<file path="src/pkg/rwlpc_pkg.sv">
// Purpose: constants and types for the reset, watchdog and low-power control block
// Assumes: one 100 MHz bus clock, byte-wide register port with 16-bit addresses
// Notes:   register offsets, control bit positions, pin and misc reset values and reset timing counts live here; the watchdog timeout is a top parameter
`default_nettype none
package rwlpc_pkg;
    // ----------------------------------------------------------------
    // clock and timing
    // ----------------------------------------------------------------
    localparam int unsigned CLK_PERIOD_NS = 10;
    localparam int unsigned POR_DELAY     = 4064;    // oscillator settling, bus cycles
    localparam int unsigned RST_HOLD      = 4;       // internal reset stretch for pulse sources
    localparam int unsigned DIV_FAST      = 5;
    localparam int unsigned DIV_SLOW      = 40;
    // ----------------------------------------------------------------
    // register map
    // ----------------------------------------------------------------
    localparam logic [15:0] WDOG_ADDR     = 16'h1FF0;
    localparam logic [15:0] MISC_ADDR     = 16'h0021;
    localparam logic [15:0] STAT_ADDR     = 16'h0022;
    localparam int unsigned WDOG_CLR_BIT  = 0;
    localparam int unsigned SPEED_BIT     = 0;
    localparam logic [7:0]  MISC_RST      = 8'h00;
    // ----------------------------------------------------------------
    // illegal fetch ranges
    // ----------------------------------------------------------------
    localparam logic [15:0] IO_LO         = 16'h0000;
    localparam logic [15:0] IO_HI         = 16'h002F;
    localparam logic [15:0] UNIMP_LO      = 16'h0130;
    localparam logic [15:0] UNIMP_HI      = 16'h0AFF;
    // ----------------------------------------------------------------
    // types
    // ----------------------------------------------------------------
    typedef struct packed {
        logic osc_active;
        logic ext_rst_n;
        logic irq_n;
        logic irq_at_test_v;
        logic mode_select_pin_b;
        logic mode_select_pin_d;
    } rwlpc_pins_t;
    localparam rwlpc_pins_t PINS_RST = 6'h18;  // osc off, reset/irq released, straps low

    typedef enum logic [3:0] {
        ST_RUN  = 4'h1,
        ST_WAIT = 4'h2,
        ST_STOP = 4'h4
    } rwlpc_state_t;
endpackage
`default_nettype wire

</file>
<file path="src/design/rwlpc_top.sv">
// Purpose: reset merge, watchdog, illegal fetch detect, mode select, stop/wait control
// Assumes: pins arrive asynchronously; cpu strobes and register port are on ref_clk
// Notes:   oscillator and core timer live outside; this block only sends them control
//
// Function
// - reset pin low holds internal reset
// - reset sequence starts first edge after release
// - mode changes only when external/watchdog reset ends
// - power-up holds reset 4064 cycles after oscillator
// - reset stays while any other source active
// - reset pin driven low during power-up reset
// - unfed watchdog raises internal reset on timeout
// - watchdog present only by build option
// - writing zero to clear bit restarts watchdog
// - watchdog location reads user data only
// - watchdog keeps counting in wait
// - watchdog frozen while stopped
// - reset out of stop clears, holds watchdog
// - interrupt out of stop counts settling cycles
// - fetch from illegal range raises reset
// - self-check mode on test voltage straps
// - stop turns oscillator off, halts processing
// - stop entry clears timer flags and mask
// - only interrupt or reset leaves stop
// - wait halts cpu, any interrupt exits
// - wait and speed bit select divide-by-40
// - interrupt exit from wait restores divider
`timescale 1ns/1ps
`default_nettype none
module rwlpc_top
    import rwlpc_pkg::*;
#(
    parameter bit          WDOG_PRESENT  = 1'b1,
    parameter int unsigned WDOG_TIMEOUT  = 65536,
    parameter logic [7:0]  USER_VEC_BYTE = 8'h00   // value arbitrary
) (
    input  wire logic        ref_clk,
    input  wire logic        sys_rst,
    input  wire rwlpc_pins_t pins,
    input  wire logic        fetch_valid,
    input  wire logic [15:0] fetch_addr,
    input  wire logic        stop_exec,
    input  wire logic        wait_exec,
    input  wire logic        int_req,
    input  wire logic [15:0] reg_addr,
    input  wire logic [7:0]  reg_wdata,
    input  wire logic        reg_we,
    input  wire logic        reg_re,
    output logic [7:0]       reg_rdata,
    output logic             int_rst,
    output logic             ext_rst_o,
    output logic             ext_rst_oe,
    output logic             self_check_mode,
    output logic             osc_enable,
    output logic             div40_sel,
    output logic             cpu_clk_en,
    output logic             cpu_halt,
    output logic             ctimer_clr,
    output logic             ccr_i_clr
);
    localparam int WW = $clog2(WDOG_TIMEOUT + 1);
    localparam logic [WW-1:0] WDOG_LAST = WW'(WDOG_TIMEOUT - 1);
    localparam logic [11:0]   POR_LAST  = 12'(POR_DELAY - 1);
    localparam logic [5:0]    DIV_F_END = 6'(DIV_FAST - 1);
    localparam logic [5:0]    DIV_S_END = 6'(DIV_SLOW - 1);
    localparam logic [2:0]    HOLD_INIT = 3'(RST_HOLD);

    function automatic logic is_illegal(input logic [15:0] a);
        is_illegal = (a >= IO_LO && a <= IO_HI) || (a >= UNIMP_LO && a <= UNIMP_HI);
    endfunction

    // ----------------------------------------------------------------
    // pin synchronisers
    // ----------------------------------------------------------------
    rwlpc_pins_t s1_q, s2_q, s3_q, pin_q;

    always_ff @(posedge ref_clk or posedge sys_rst) begin
        if (sys_rst) begin
            s1_q  <= PINS_RST;
            s2_q  <= PINS_RST;
            s3_q  <= PINS_RST;
            pin_q <= PINS_RST;
        end else begin
            s1_q  <= pins;
            s2_q  <= s1_q;
            s3_q  <= s2_q;
            // a bit moves only once stages two and three agree, so one noisy sample is dropped
            pin_q <= (pin_q & (s2_q ^ s3_q)) | (s3_q & ~(s2_q ^ s3_q));
        end
    end

    // ----------------------------------------------------------------
    // state and reset sources
    // ----------------------------------------------------------------
    rwlpc_state_t state_q, state_d;
    logic [11:0]  por_cnt_q;
    logic         por_rst_q, por_busy_q, por_done;
    logic [2:0]   wdog_hold_q, ill_hold_q;
    logic [WW-1:0] wdog_cnt_q;
    logic         wdog_fire, wdog_feed, ill_fetch, ext_act, ext_prev_q;
    logic         int_rst_d, stop_rst_exit, stop_irq_exit, mode_sample;
    logic [7:0]   misc_q;
    logic         int_rst_q;

    assign ext_act       = !pin_q.ext_rst_n;
    assign ill_fetch     = fetch_valid && is_illegal(fetch_addr) && state_q == ST_RUN;
    assign int_rst_d     = por_rst_q || ext_act || wdog_hold_q != 3'h0 || ill_hold_q != 3'h0;
    assign stop_rst_exit = state_q == ST_STOP && ext_act;
    assign stop_irq_exit = state_q == ST_STOP && !ext_act && !pin_q.irq_n;
    assign por_done      = por_busy_q && pin_q.osc_active && por_cnt_q == POR_LAST;

    always_comb begin
        state_d = state_q;
        case (state_q)
            ST_RUN: begin
                if (!int_rst_q && stop_exec) begin
                    state_d = ST_STOP;
                end else if (!int_rst_q && wait_exec) begin
                    state_d = ST_WAIT;
                end
            end
            ST_WAIT: begin
                if (int_rst_d || int_req || !pin_q.irq_n) begin
                    state_d = ST_RUN;
                end
            end
            ST_STOP: begin
                if (stop_rst_exit || stop_irq_exit) begin
                    state_d = ST_RUN;
                end
            end
            default: state_d = ST_RUN;
        endcase
    end

    always_ff @(posedge ref_clk or posedge sys_rst) begin
        if (sys_rst) begin
            state_q <= ST_RUN;
        end else begin
            state_q <= state_d;
        end
    end

    // power-up / stop recovery settling delay
    always_ff @(posedge ref_clk or posedge sys_rst) begin
        if (sys_rst) begin
            por_cnt_q  <= 12'h000;
            por_busy_q <= 1'b1;
            por_rst_q  <= 1'b1;
        end else if (stop_rst_exit || stop_irq_exit) begin
            // oscillator restarts, so settling starts over in both cases
            por_cnt_q  <= 12'h000;
            por_busy_q <= 1'b1;
            por_rst_q  <= stop_rst_exit;
        end else if (por_done) begin
            por_busy_q <= 1'b0;
            por_rst_q  <= 1'b0;
        end else if (por_busy_q && pin_q.osc_active && state_q != ST_STOP) begin
            por_cnt_q  <= por_cnt_q + 12'h001;
        end
    end

    // pulse sources stretched so the cpu sees a clean reset
    always_ff @(posedge ref_clk or posedge sys_rst) begin
        if (sys_rst) begin
            wdog_hold_q <= 3'h0;
            ill_hold_q  <= 3'h0;
        end else begin
            if (wdog_fire) begin
                wdog_hold_q <= HOLD_INIT;
            end else if (wdog_hold_q != 3'h0) begin
                wdog_hold_q <= wdog_hold_q - 3'h1;
            end
            if (ill_fetch) begin
                ill_hold_q <= HOLD_INIT;
            end else if (ill_hold_q != 3'h0) begin
                ill_hold_q <= ill_hold_q - 3'h1;
            end
        end
    end

    // ----------------------------------------------------------------
    // watchdog
    // ----------------------------------------------------------------
    assign wdog_feed = reg_we && reg_addr == WDOG_ADDR && !reg_wdata[WDOG_CLR_BIT];
    assign wdog_fire = WDOG_PRESENT && state_q != ST_STOP && !int_rst_q
                       && !wdog_feed && wdog_cnt_q == WDOG_LAST;

    always_ff @(posedge ref_clk or posedge sys_rst) begin
        if (sys_rst) begin
            wdog_cnt_q <= '0;
        end else if (!WDOG_PRESENT || wdog_feed || int_rst_q || wdog_fire) begin
            wdog_cnt_q <= '0;
        end else if (state_q != ST_STOP) begin
            // counts in run, wait and interrupt-led stop recovery; frozen while stopped
            wdog_cnt_q <= wdog_cnt_q + WW'(1);
        end
    end

    // ----------------------------------------------------------------
    // operating mode
    // ----------------------------------------------------------------
    // only the end of a pin or watchdog reset samples the straps
    assign mode_sample = (ext_prev_q && !ext_act) || wdog_hold_q == 3'h1;

    always_ff @(posedge ref_clk or posedge sys_rst) begin
        if (sys_rst) begin
            ext_prev_q      <= 1'b0;
            self_check_mode <= 1'b0;
        end else begin
            ext_prev_q <= ext_act;
            if (mode_sample) begin
                self_check_mode <= pin_q.irq_at_test_v && pin_q.mode_select_pin_b
                                   && !pin_q.mode_select_pin_d;
            end
        end
    end

    // ----------------------------------------------------------------
    // register port
    // ----------------------------------------------------------------
    always_ff @(posedge ref_clk or posedge sys_rst) begin
        if (sys_rst) begin
            misc_q <= MISC_RST;
        end else if (reg_we && reg_addr == MISC_ADDR) begin
            misc_q <= reg_wdata;
        end
    end

    always_ff @(posedge ref_clk or posedge sys_rst) begin
        if (sys_rst) begin
            reg_rdata <= 8'h00;
        end else if (reg_re) begin
            case (reg_addr)
                WDOG_ADDR: reg_rdata <= USER_VEC_BYTE;
                MISC_ADDR: reg_rdata <= misc_q;
                STAT_ADDR: reg_rdata <= {2'h0, self_check_mode, por_busy_q, int_rst_q, state_q[2:0]};
                default:   reg_rdata <= 8'h00;
            endcase
        end else begin
            reg_rdata <= 8'h00;
        end
    end

    // ----------------------------------------------------------------
    // outputs and divider
    // ----------------------------------------------------------------
    logic [5:0] div_cnt_q;
    assign int_rst = int_rst_q;

    always_ff @(posedge ref_clk or posedge sys_rst) begin
        if (sys_rst) begin
            int_rst_q  <= 1'b1;
            ext_rst_o  <= 1'b0;
            ext_rst_oe <= 1'b1;
            osc_enable <= 1'b1;
            cpu_halt   <= 1'b1;
            div40_sel  <= 1'b0;
        end else begin
            int_rst_q  <= int_rst_d;
            ext_rst_o  <= 1'b0;
            ext_rst_oe <= por_rst_q;
            osc_enable <= state_d != ST_STOP;
            cpu_halt   <= state_d != ST_RUN || por_busy_q || int_rst_d;
            // speed bit stays untouched by wait, so leaving wait restores the old rate
            div40_sel  <= state_d == ST_WAIT || misc_q[SPEED_BIT];
        end
    end

    always_ff @(posedge ref_clk or posedge sys_rst) begin
        if (sys_rst) begin
            ctimer_clr <= 1'b0;
            ccr_i_clr  <= 1'b0;
        end else begin
            ctimer_clr <= state_q == ST_RUN && state_d == ST_STOP;
            ccr_i_clr  <= state_q == ST_RUN && state_d != ST_RUN;
        end
    end

    always_ff @(posedge ref_clk or posedge sys_rst) begin
        if (sys_rst) begin
            div_cnt_q  <= 6'h00;
            cpu_clk_en <= 1'b0;
        end else if (state_q == ST_STOP) begin
            cpu_clk_en <= 1'b0;
        end else if (div_cnt_q >= (div40_sel ? DIV_S_END : DIV_F_END)) begin
            div_cnt_q  <= 6'h00;
            cpu_clk_en <= 1'b1;
        end else begin
            div_cnt_q  <= div_cnt_q + 6'h01;
            cpu_clk_en <= 1'b0;
        end
    end

    // ----------------------------------------------------------------
    // assertions
    // ----------------------------------------------------------------
    a_pin_reset_holds: assert property (@(posedge ref_clk) disable iff (sys_rst)
        ext_act |=> int_rst_q) else $error("pin reset not seen internally");
    a_por_drives_pin: assert property (@(posedge ref_clk) disable iff (sys_rst)
        por_rst_q |=> ext_rst_oe && !ext_rst_o) else $error("pin not driven in power-up");
    a_por_length: assert property (@(posedge ref_clk) disable iff (sys_rst)
        por_busy_q && por_cnt_q == 12'h000 && pin_q.osc_active && state_q != ST_STOP
        |=> por_busy_q) else $error("settling ended early");
    a_wdog_times_out: assert property (@(posedge ref_clk) disable iff (sys_rst)
        wdog_fire |=> wdog_hold_q == HOLD_INIT ##1 int_rst_q) else $error("timeout gave no reset");
    a_wdog_absent: assert property (@(posedge ref_clk) disable iff (sys_rst)
        !WDOG_PRESENT |-> wdog_hold_q == 3'h0) else $error("watchdog reset while absent");
    a_wdog_feed: assert property (@(posedge ref_clk) disable iff (sys_rst)
        wdog_feed |=> wdog_cnt_q == '0) else $error("feed did not restart count");
    a_wdog_stop_freeze: assert property (@(posedge ref_clk) disable iff (sys_rst)
        state_q == ST_STOP && !int_rst_q |=> $stable(wdog_cnt_q)) else $error("count moved in stop");
    a_wdog_wait_runs: assert property (@(posedge ref_clk) disable iff (sys_rst)
        state_q == ST_WAIT && !int_rst_q && !wdog_feed && !wdog_fire && WDOG_PRESENT
        |=> wdog_cnt_q == $past(wdog_cnt_q) + WW'(1)) else $error("count stalled in wait");
    a_illegal_fetch: assert property (@(posedge ref_clk) disable iff (sys_rst)
        ill_fetch |=> ##1 int_rst_q [*3]) else $error("illegal fetch gave no reset");
    a_mode_only_sampled: assert property (@(posedge ref_clk) disable iff (sys_rst)
        !mode_sample |=> $stable(self_check_mode)) else $error("mode changed without sample");
    a_stop_entry_clears: assert property (@(posedge ref_clk) disable iff (sys_rst)
        state_q == ST_RUN && state_d == ST_STOP |=> ctimer_clr && ccr_i_clr && !osc_enable)
        else $error("stop entry side effects missing");
    a_wait_div_slow: assert property (@(posedge ref_clk) disable iff (sys_rst)
        state_q == ST_WAIT ##1 state_q == ST_WAIT |-> div40_sel) else $error("wait not at slow divider");

    // recovery, low-power exits and the shared read location
    a_wdog_held_zero: assert property (@(posedge ref_clk) disable iff (sys_rst)
        por_rst_q && int_rst_q |=> wdog_cnt_q == '0) else $error("count moved during reset recovery");
    a_wdog_irq_recovery: assert property (@(posedge ref_clk) disable iff (sys_rst)
        por_busy_q && !por_rst_q && !int_rst_q && state_q == ST_RUN && WDOG_PRESENT && !wdog_feed && !wdog_fire
        |=> wdog_cnt_q == $past(wdog_cnt_q) + WW'(1)) else $error("count waited for settling");
    a_stop_holds: assert property (@(posedge ref_clk) disable iff (sys_rst)
        state_q == ST_STOP && pin_q.irq_n && !ext_act |=> state_q == ST_STOP && !osc_enable)
        else $error("stop left without interrupt or reset");
    a_stop_osc_off: assert property (@(posedge ref_clk) disable iff (sys_rst)
        state_q == ST_STOP ##1 state_q == ST_STOP |-> !osc_enable && !cpu_clk_en)
        else $error("clock ran while stopped");
    a_wait_exit_int: assert property (@(posedge ref_clk) disable iff (sys_rst)
        state_q == ST_WAIT && int_req |=> state_q == ST_RUN) else $error("interrupt did not end wait");
    a_wait_div_restore: assert property (@(posedge ref_clk) disable iff (sys_rst)
        state_q == ST_WAIT && state_d == ST_RUN |=> div40_sel == $past(misc_q[SPEED_BIT]))
        else $error("divider not restored after wait");
    a_read_user_byte: assert property (@(posedge ref_clk) disable iff (sys_rst)
        reg_re && reg_addr == WDOG_ADDR |=> reg_rdata == USER_VEC_BYTE) else $error("watchdog location read wrong");
endmodule // rwlpc_top
`default_nettype wire

</file>
<file path="config.mk">
export PLATFORM = sky130hd
export DESIGN_NAME = rwlpc_top
export DESIGN_NICKNAME = d
export VERILOG_FILES = /design/src/pkg/rwlpc_pkg.sv /design/src/design/rwlpc_top.sv
export SDC_FILE = /design/constraint.sdc
export NUM_CORES = 1
export LEC_CHECK = 0
export BUFFER_PORTS_ARGS = -buffer_cell sky130_fd_sc_hd__buf_4
export CAP_MARGIN = 20
export CELL_PAD_IN_SITES_DETAIL_PLACEMENT = 0
export CELL_PAD_IN_SITES_GLOBAL_PLACEMENT = 1
export CORE_MARGIN = 10
export CORE_UTILIZATION = 48
export DETAILED_ROUTE_END_ITERATION = 6
export GPL_ROUTABILITY_DRIVEN = 0
export PLACE_DENSITY = 0.85
export SLEW_MARGIN = 20
export SYNTH_ARGS = -nofsm -noshare
export SYNTH_HDL_FRONTEND = slang
export SYNTH_SLANG_ARGS = --single-unit
</file>
<file path="constraint.sdc">
create_clock -name ref_clk -period 5.1 [get_ports ref_clk]
set_input_delay 0.765 -clock ref_clk [delete_from_list [all_inputs] [get_ports ref_clk]]
set_output_delay 0.765 -clock ref_clk [all_outputs]
set_load 0.005 [all_outputs]
</file>
==> results by group, run 1 <==
Synthesis
  • Top-count cell post-synth: dfrtp_1
  • Share of the synthesized area in the top cell type: 0.4741
  • #FFs+latches synth: 97
  • Post-synth EDFFs: 0
  • Mux share of post-synthesis cell area: 0.03700
  • Largest cells by area after synthesis: dfrtp_1 47%, dfstp_2 9.1%, ha_1 3.5%, a21oi_1 2.7%, nor2_1 2.4%
  • Mapped Cells: 381
  • Synth Cell Area: 4328 µm²
  • Top FF cell, synth: dfrtp_1
  • Largest area contributor in the netlist: dfrtp_1
  • Async SR Flop Fraction: 1.000
  • Adder-cell share of the synthesized area: 0.04857
  • Commonest cells in the netlist: 82 x dfrtp_1, 28 x nor2_1, 25 x nand2_1, 23 x a21oi_1, 17 x inv_1
  • Netlist cell types: 55
  • Simple-gate share of the synthesized area: 0.1972
  • Sequential area share after synthesis: 0.5652
  • Syn avg cell area: 11.36 µm²
  • XOR/XNOR share of the synthesized area: 0.03643
  • Compound-Gate Fraction of Synth Area: 0.09251
  • Combinational family with the most area after synthesis: simple AND/OR/NAND/NOR gates
  • Yosys warns: 0

Setup path
  • CP top delay family: simple AND/OR/NAND/NOR gates
  • R2R setup slack: ~2.7 ns
  • Crit. End Element: flop
  • Critical Path AT: 2.65 ns
  • Reg-to-reg critical path endpoint: wdog_cnt_q[15]
  • Critical path's slowest cell: o311ai_2
  • Critical path class: input pin to flop
  • Worst endpoint required time: 5.31 ns
  • WP buf/inv: 1
  • Worst-case reg-to-reg path depth: 4
  • Critical Path Start Type: input pin
  • Cell Chain, Critical Path: buf_4 -> or4b_4 -> nand3b_1 -> o311ai_2 -> nor2_1
  • Max stage delay on crit path: 0.86 ns
  • Worst-path maximum fanout: 14
  • Worst R2R Start: state_q[1]

Min path
  • Worst Hold Depth: 0
  • HP Start: s1_q[2]
  • Worst min path class: flop to flop
  • Endpoint, Worst Hold: s2_q[2]

Run status
  • Status: complete, no violations

Routing
  • DRC Markers: 0
  • Routed Antenna Nets: 0
  • Highest metal used: met4
  • Wire per inst: 15.53 µm
  • Met1 WL: 4.150 mm
  • Routed vias: 3103
  • 1st-pass router iterations: 4
  • Metal3 WL: 487 µm
  • WL met2: approximately 4.1 mm
  • DRC violation total after the first TritonRoute iteration: 131
  • Vias per cell: 5.473
  • Total wire length: about 8.8 mm

Cells and area
  • Area of the multi-input gates: 1795 µm²
  • Fin nets: between 500 and 600
  • ANT cells: 0
  • Reg area: 2446 µm²
  • Syn-to-layout area delta: 19.54%
  • Final cell count without fillers: approximately 570
  • FILL cells: 730
  • Fraction of layout cells with a size suffix above 1: 0.2680
  • Util after Layout: 0.5904

Global route
  • Largest net degree at the start of global routing: 62
  • Vias in the first global route: 3083
  • First-pass GRT wire length: 14.88 mm
  • Overall routing resource usage: 0.1368
  • Initial antenna violation count: 0
  • GRT overflow: 0

Floorplanning
  • Die area: around 13000 µm²
  • Top Ports: a little over 70
  • Initial Utilization: 0.4939
  • Die Wd: 115.0 µm
  • Placement Rows: 34
  • Die Y: about 110 µm
  • Core Footprint: 8763 µm²

Clocking
  • # clock sinks: 97
  • Root Buffer: clkbuf_8
  • Clock insertion delay at the later pin of the skew report: approximately 0.37 ns
  • CTS Hold Buffers Added: 0
  • CTS buffer count: 9
  • CTS max path bufs: 2
  • Setup repair bufs after CTS: 0
  • CTS resizes: 0
  • CTS clk-pin slew, worst paths: between 0.1 and 0.15 ns
  • CTS tree: built
  • H-Tree Depth: 3

STA
  • Worst Hold Slack: 0.3636 ns
  • RSZ-0062 raised after global routing: no
  • Worst-Margin Slew: 1.027 ns
  • Final min period: 2.445 ns
  • Final period util: 0.4794
  • Setup Skew: 0.01516 ns
  • Max_slew headroom: 0.3144
  • Max Slew Vio Count: 0
  • Fmax: 409.0 MHz
  • Setup-failing EPs final: 0
  • Setup_tns: 0 ns
  • Fin. Hold Viols: 0

Placement
  • Post-detail-place hpwl: 6.426 mm
  • Placed cells: about 550
  • Number of port buffers: 66

Flow run
  • Max-Cap Viols: 0

Power and ir drop
  • Leakage power: 0.002355 µW
  • Peak VDD IR: 0.0002115 V
  • Power density cells: 334.9 nW/µm²
## metal layers
layer | GRT usage | vias to the layer above
met5 | 0 | -
met4 | 0.04785 | 0
met3 | 0.03542 | 6
met2 | 0.2113 | 63
met1 | 0.1823 | 1517
li1 | - | 1517
## flip-flops by register name (all words and copies together), names as in the netlist, 3 cells and up, named ones only
register	flops
div_cnt_q	6
ill_hold_q	3
misc_q	8
por_cnt_q	12
reg_rdata	8
s1_q	6
s2_q	6
s3_q	6
state_q	4
wdog_cnt_q	17
wdog_hold_q	3
## cell type report
cell class | count | share of cell area
Multi-Input combinational cell | 261 | 0.3470
Inverter | 17 | 0.01282
Sequential cell | 97 | 0.4728
Clock buffer | 9 | 0.02394
Clock inverter | 7 | 0.01862
Tap cell | 108 | 0.02612
Timing Repair Buffer | 68 | 0.09867
## layout by cell type (no fill, tap or decap), types with 4 or more instances in the layout
cell type and instances:
mux2i_1 7, and4_1 4, nor3_1 4, nor2_1 28
buf_4 68, o31ai_1 8, nor2b_1 9, xor2_1 11
or3_1 4, and2_1 5, maj3_1 6, or4_1 8
a21oi_1 23, clkbuf_8 9, mux2_2 8, o21ai_0 9
inv_1 16, xnor2_1 7, nand2_1 25, a22oi_1 7
dfstp_2 15, nand2b_1 7, nand4_1 14, nand3_1 12
dfrtp_1 82, ha_1 12, and3_1 6
## power by group
group          internal (µW)  switching, µW
Clock                    207            325
Sequential               851           59.5
Combinational            139            151
## worst reg2reg max path, stage by stage (launching register included)
cell and delay, ns:
dfrtp_1 0.50, or4b_1 0.87, nand2_1 0.33, o311ai_2 0.36, a21oi_1 0.24
## worst max-delay path by stage
stage                  from             to  slack, ns  depth (start not counted)
5_1_grt        reg_addr[13]  wdog_cnt_q[8]       2.49                          5
6_report       reg_addr[13]  wdog_cnt_q[3]       2.66                          5
3_5_place_dp   reg_addr[13]  wdog_cnt_q[8]       2.21                          5
4_1_cts        reg_addr[13]  wdog_cnt_q[3]       2.62                          5
2_1_floorplan       sys_rst      async pin       1.83                          1
3_3_place_gp   reg_addr[13]  wdog_cnt_q[5]       2.28                          5
## logic make-up (layout without fill, tap and decap cells)
logic type	after synthesis	in the layout
other cells	1	2
buf+inv	24	101
fa+ha+maj	18	18
xor+xnor	18	18
mux	15	15
compound gates	61	61
simple gates	147	147
flops	97	97
## stage by stage
stage | cell area (µm²) | power, µW | setup WS (ns)
2_1_floorplan | 4332 | 1108 | 1.826
3_3_place_gp | 4952 | 1205 | 2.279
3_5_place_dp | 4952 | 1219 | 2.213
4_1_cts | 5172 | 1757 | 2.619
5_1_grt | 5174 | 1837 | 2.488
6_report | 5174 | 1733 | 2.655
No activity file was read; power rests on OpenSTA's default activity.
==> run 2, diff against run 1 <==
CORE_UTILIZATION = 40   (was 48)
PLACE_DENSITY = 0.76   (was 0.85)
clock period = 2.2 ns   (was 5.1 ns; I/O delays follow)
==> run 2 against run 1 <==
Core utilization down 8.3 points. Die area is 16% higher. Final area is 2.2% higher. Sequential share of layout area down 1.0 points. Setup slack lost 2.4 ns. First-iteration DRC count shrank 7.6%. Routed wire length grew 0.98%. Cell count up 6.5%. Count of clock-buffer cells in the layout unchanged. Critical endpoint unchanged.
==> results by group, run 2 (synthesis results as in run 1) <==
Run status
  • Status: complete, no violations

STA
  • Setup Skew: 0.01590 ns
  • Max Slew Vio Count: 0
  • Worst-Margin Slew: 0.6752 ns
  • Setup_tns: 0 ns
  • Max_slew headroom: 0.5488
  • Fmax: 522.5 MHz
  • Fin. Hold Viols: 0
  • RSZ-0062 raised after global routing: no
  • Setup-failing EPs final: 0
  • Final min period: roughly 1.9 ns
  • Final setup margin: 0.2863 ns
  • Final period util: 0.8699

Setup path
  • Critical path class: flop to flop
  • Worst-path maximum fanout: 14
  • Cell Chain, Critical Path: and4_1 -> nand4_1 -> nor2_1 -> ha_1 -> nand2_1 -> o311ai_4 -> nor2_1
  • Crit. End Element: flop
  • Critical Path Start Type: flop
  • Critical path's slowest cell: dfrtp_1
  • Critical Path AT: 2.12 ns
  • WP buf/inv: 0
  • Max stage delay on crit path: 0.39 ns
  • Worst path most repeated cell: nor2_1
  • Worst endpoint required time: 2.41 ns
  • CP top delay family: simple AND/OR/NAND/NOR gates

Power and ir drop
  • Peak VDD IR: approximately 0.00047 V
  • Switching Fraction: 0.3014
  • Combinational group share of total power: 0.176
  • Power density cells: 748.7 nW/µm²
  • Clock power frac: 0.291
  • Pint: around 2800 µW
  • Leakage power: 0.002395 µW
  • Sequential share of power: 0.533
  • NetSw: 1193 µW

Placement
  • Post-Place Setup Slack: -0.2098 ns
  • Placed cells: 588
  • Post-detail-place hpwl: 6.673 mm
  • Number of port buffers: 66

Global route
  • Initial antenna violation count: 0
  • Largest net degree at the start of global routing: 42
  • First-pass GRT wire length: 15.06 mm
  • GRT overflow: 0
  • Overall routing resource usage: 0.1207
  • Vias in the first global route: 3144

Routing
  • DRC violation total after the first TritonRoute iteration: between 100 and 150
  • Wire per inst: 14.72 µm
  • Total wire length: between 8 and 9 mm
  • DRC Markers: 0
  • Routed Antenna Nets: 0
  • Vias per cell: just over 5
  • 1st-pass router iterations: 4
  • Routed vias: 3117

Cells and area
  • ANT cells: 0
  • FILL cells: 930
  • Fin nets: 529
  • Reg area: about 2400 µm²
  • Area of the multi-input gates: 1809 µm²
  • Most flop-heavy register: wdog_cnt_q
  • Max reg flops: 17
  • Largest regs: wdog_cnt_q x17, por_cnt_q x12
  • Fraction of layout cells with a size suffix above 1: 0.2842
  • Final cell count without fillers: 604
  • Syn-to-layout area delta: 22.17%
  • Commonest non-fill, non-tap cell in the layout: dfrtp_1
  • Most frequent cells in the layout: 82 x dfrtp_1, 76 x buf_4, 28 x nor2_1

Floorplanning
  • Die Wd: 124.0 µm
  • Placement Rows: 37
  • Die Y: 124.0 µm
  • Core Footprint: 10420 µm²
  • Initial Utilization: 0.4155
  • Top Ports: 72
  • Die area: ~15000 µm²

Clocking
  • CTS buffer count: 9
  • Clock insertion delay at the later pin of the skew report: between 0.3 and 0.4 ns
  • CTS tree: built
  • CTS resizes: 0
  • # clock sinks: 97
  • CTS max path bufs: 2
  • CTS clk-pin slew, worst paths: 0.11 ns
  • Root Buffer: clkbuf_8
  • Setup repair bufs after CTS: 0
  • H-Tree Depth: 3
  • CTS Hold Buffers Added: 0

Flow run
  • Max-Cap Viols: 0

Min path
  • Worst min path class: input pin to async pin
## run 2: path summary, 6_finish.rpt
path	end	slack, ns	cells after the start	start
min in group ref_clk	s1_q[3]	0.07	1	pins[3]
worst min register to register	s2_q[0]	0.36	0	s1_q[0]
worst max register to register	wdog_cnt_q[3]	0.29	7	wdog_cnt_q[6]
worst min-delay path	s1_q[0]	0.004	2	sys_rst
worst max-delay path	wdog_cnt_q[3]	0.29	7	wdog_cnt_q[6]
max in group asynchronous	por_rst_q	1.56	3	sys_rst
## run 2: metal layers
layer / up-vias / GRT usage / routed length (µm)
li1: 1536 / - / -
met1: 1522 / 0.1555 / 4152
met2: 53 / 0.1974 / 4187
met3: 6 / 0.02715 / 471
met4: 0 / 0.03957 / 77
met5: - / 0 / 0
## run 2: metrics by stage
| stage | area, µm² | utilization | hold slack (ns) | total power, µW |
|---|---|---|---|---|
| floorplan | 4335 | - | 0.3312 | 2569 |
| global placement | 5070 | 0.4867 | 0.3330 | 2816 |
| detailed placement | 5070 | 0.4867 | 0.3365 | 2843 |
| CTS | 5274 | 0.5063 | 0.005164 | 4015 |
| global route | 5288 | 0.5076 | 0.02169 | 4195 |
| finish | 5288 | 0.5076 | 0.003807 | 3959 |
## run 2: area by class of cell
cell class	instances	share of cell area
clock buffer	9	0.02343
sequential	97	0.4626
clock inverter	7	0.01514
tap	136	0.03218
timing repair buffer	77	0.1117
inverter	17	0.01278
multi-input combinational	261	0.3422
## run 2: power groups by stage
stage | Combinational (µW) | Clock, µW | Sequential [µW]
floorplan | 469 | 0 | 2100
global placement | 681 | 0 | 2140
detailed placement | 699 | 0 | 2140
CTS | 704 | 1200 | 2110
global route | 788 | 1270 | 2140
finish | 696 | 1150 | 2110
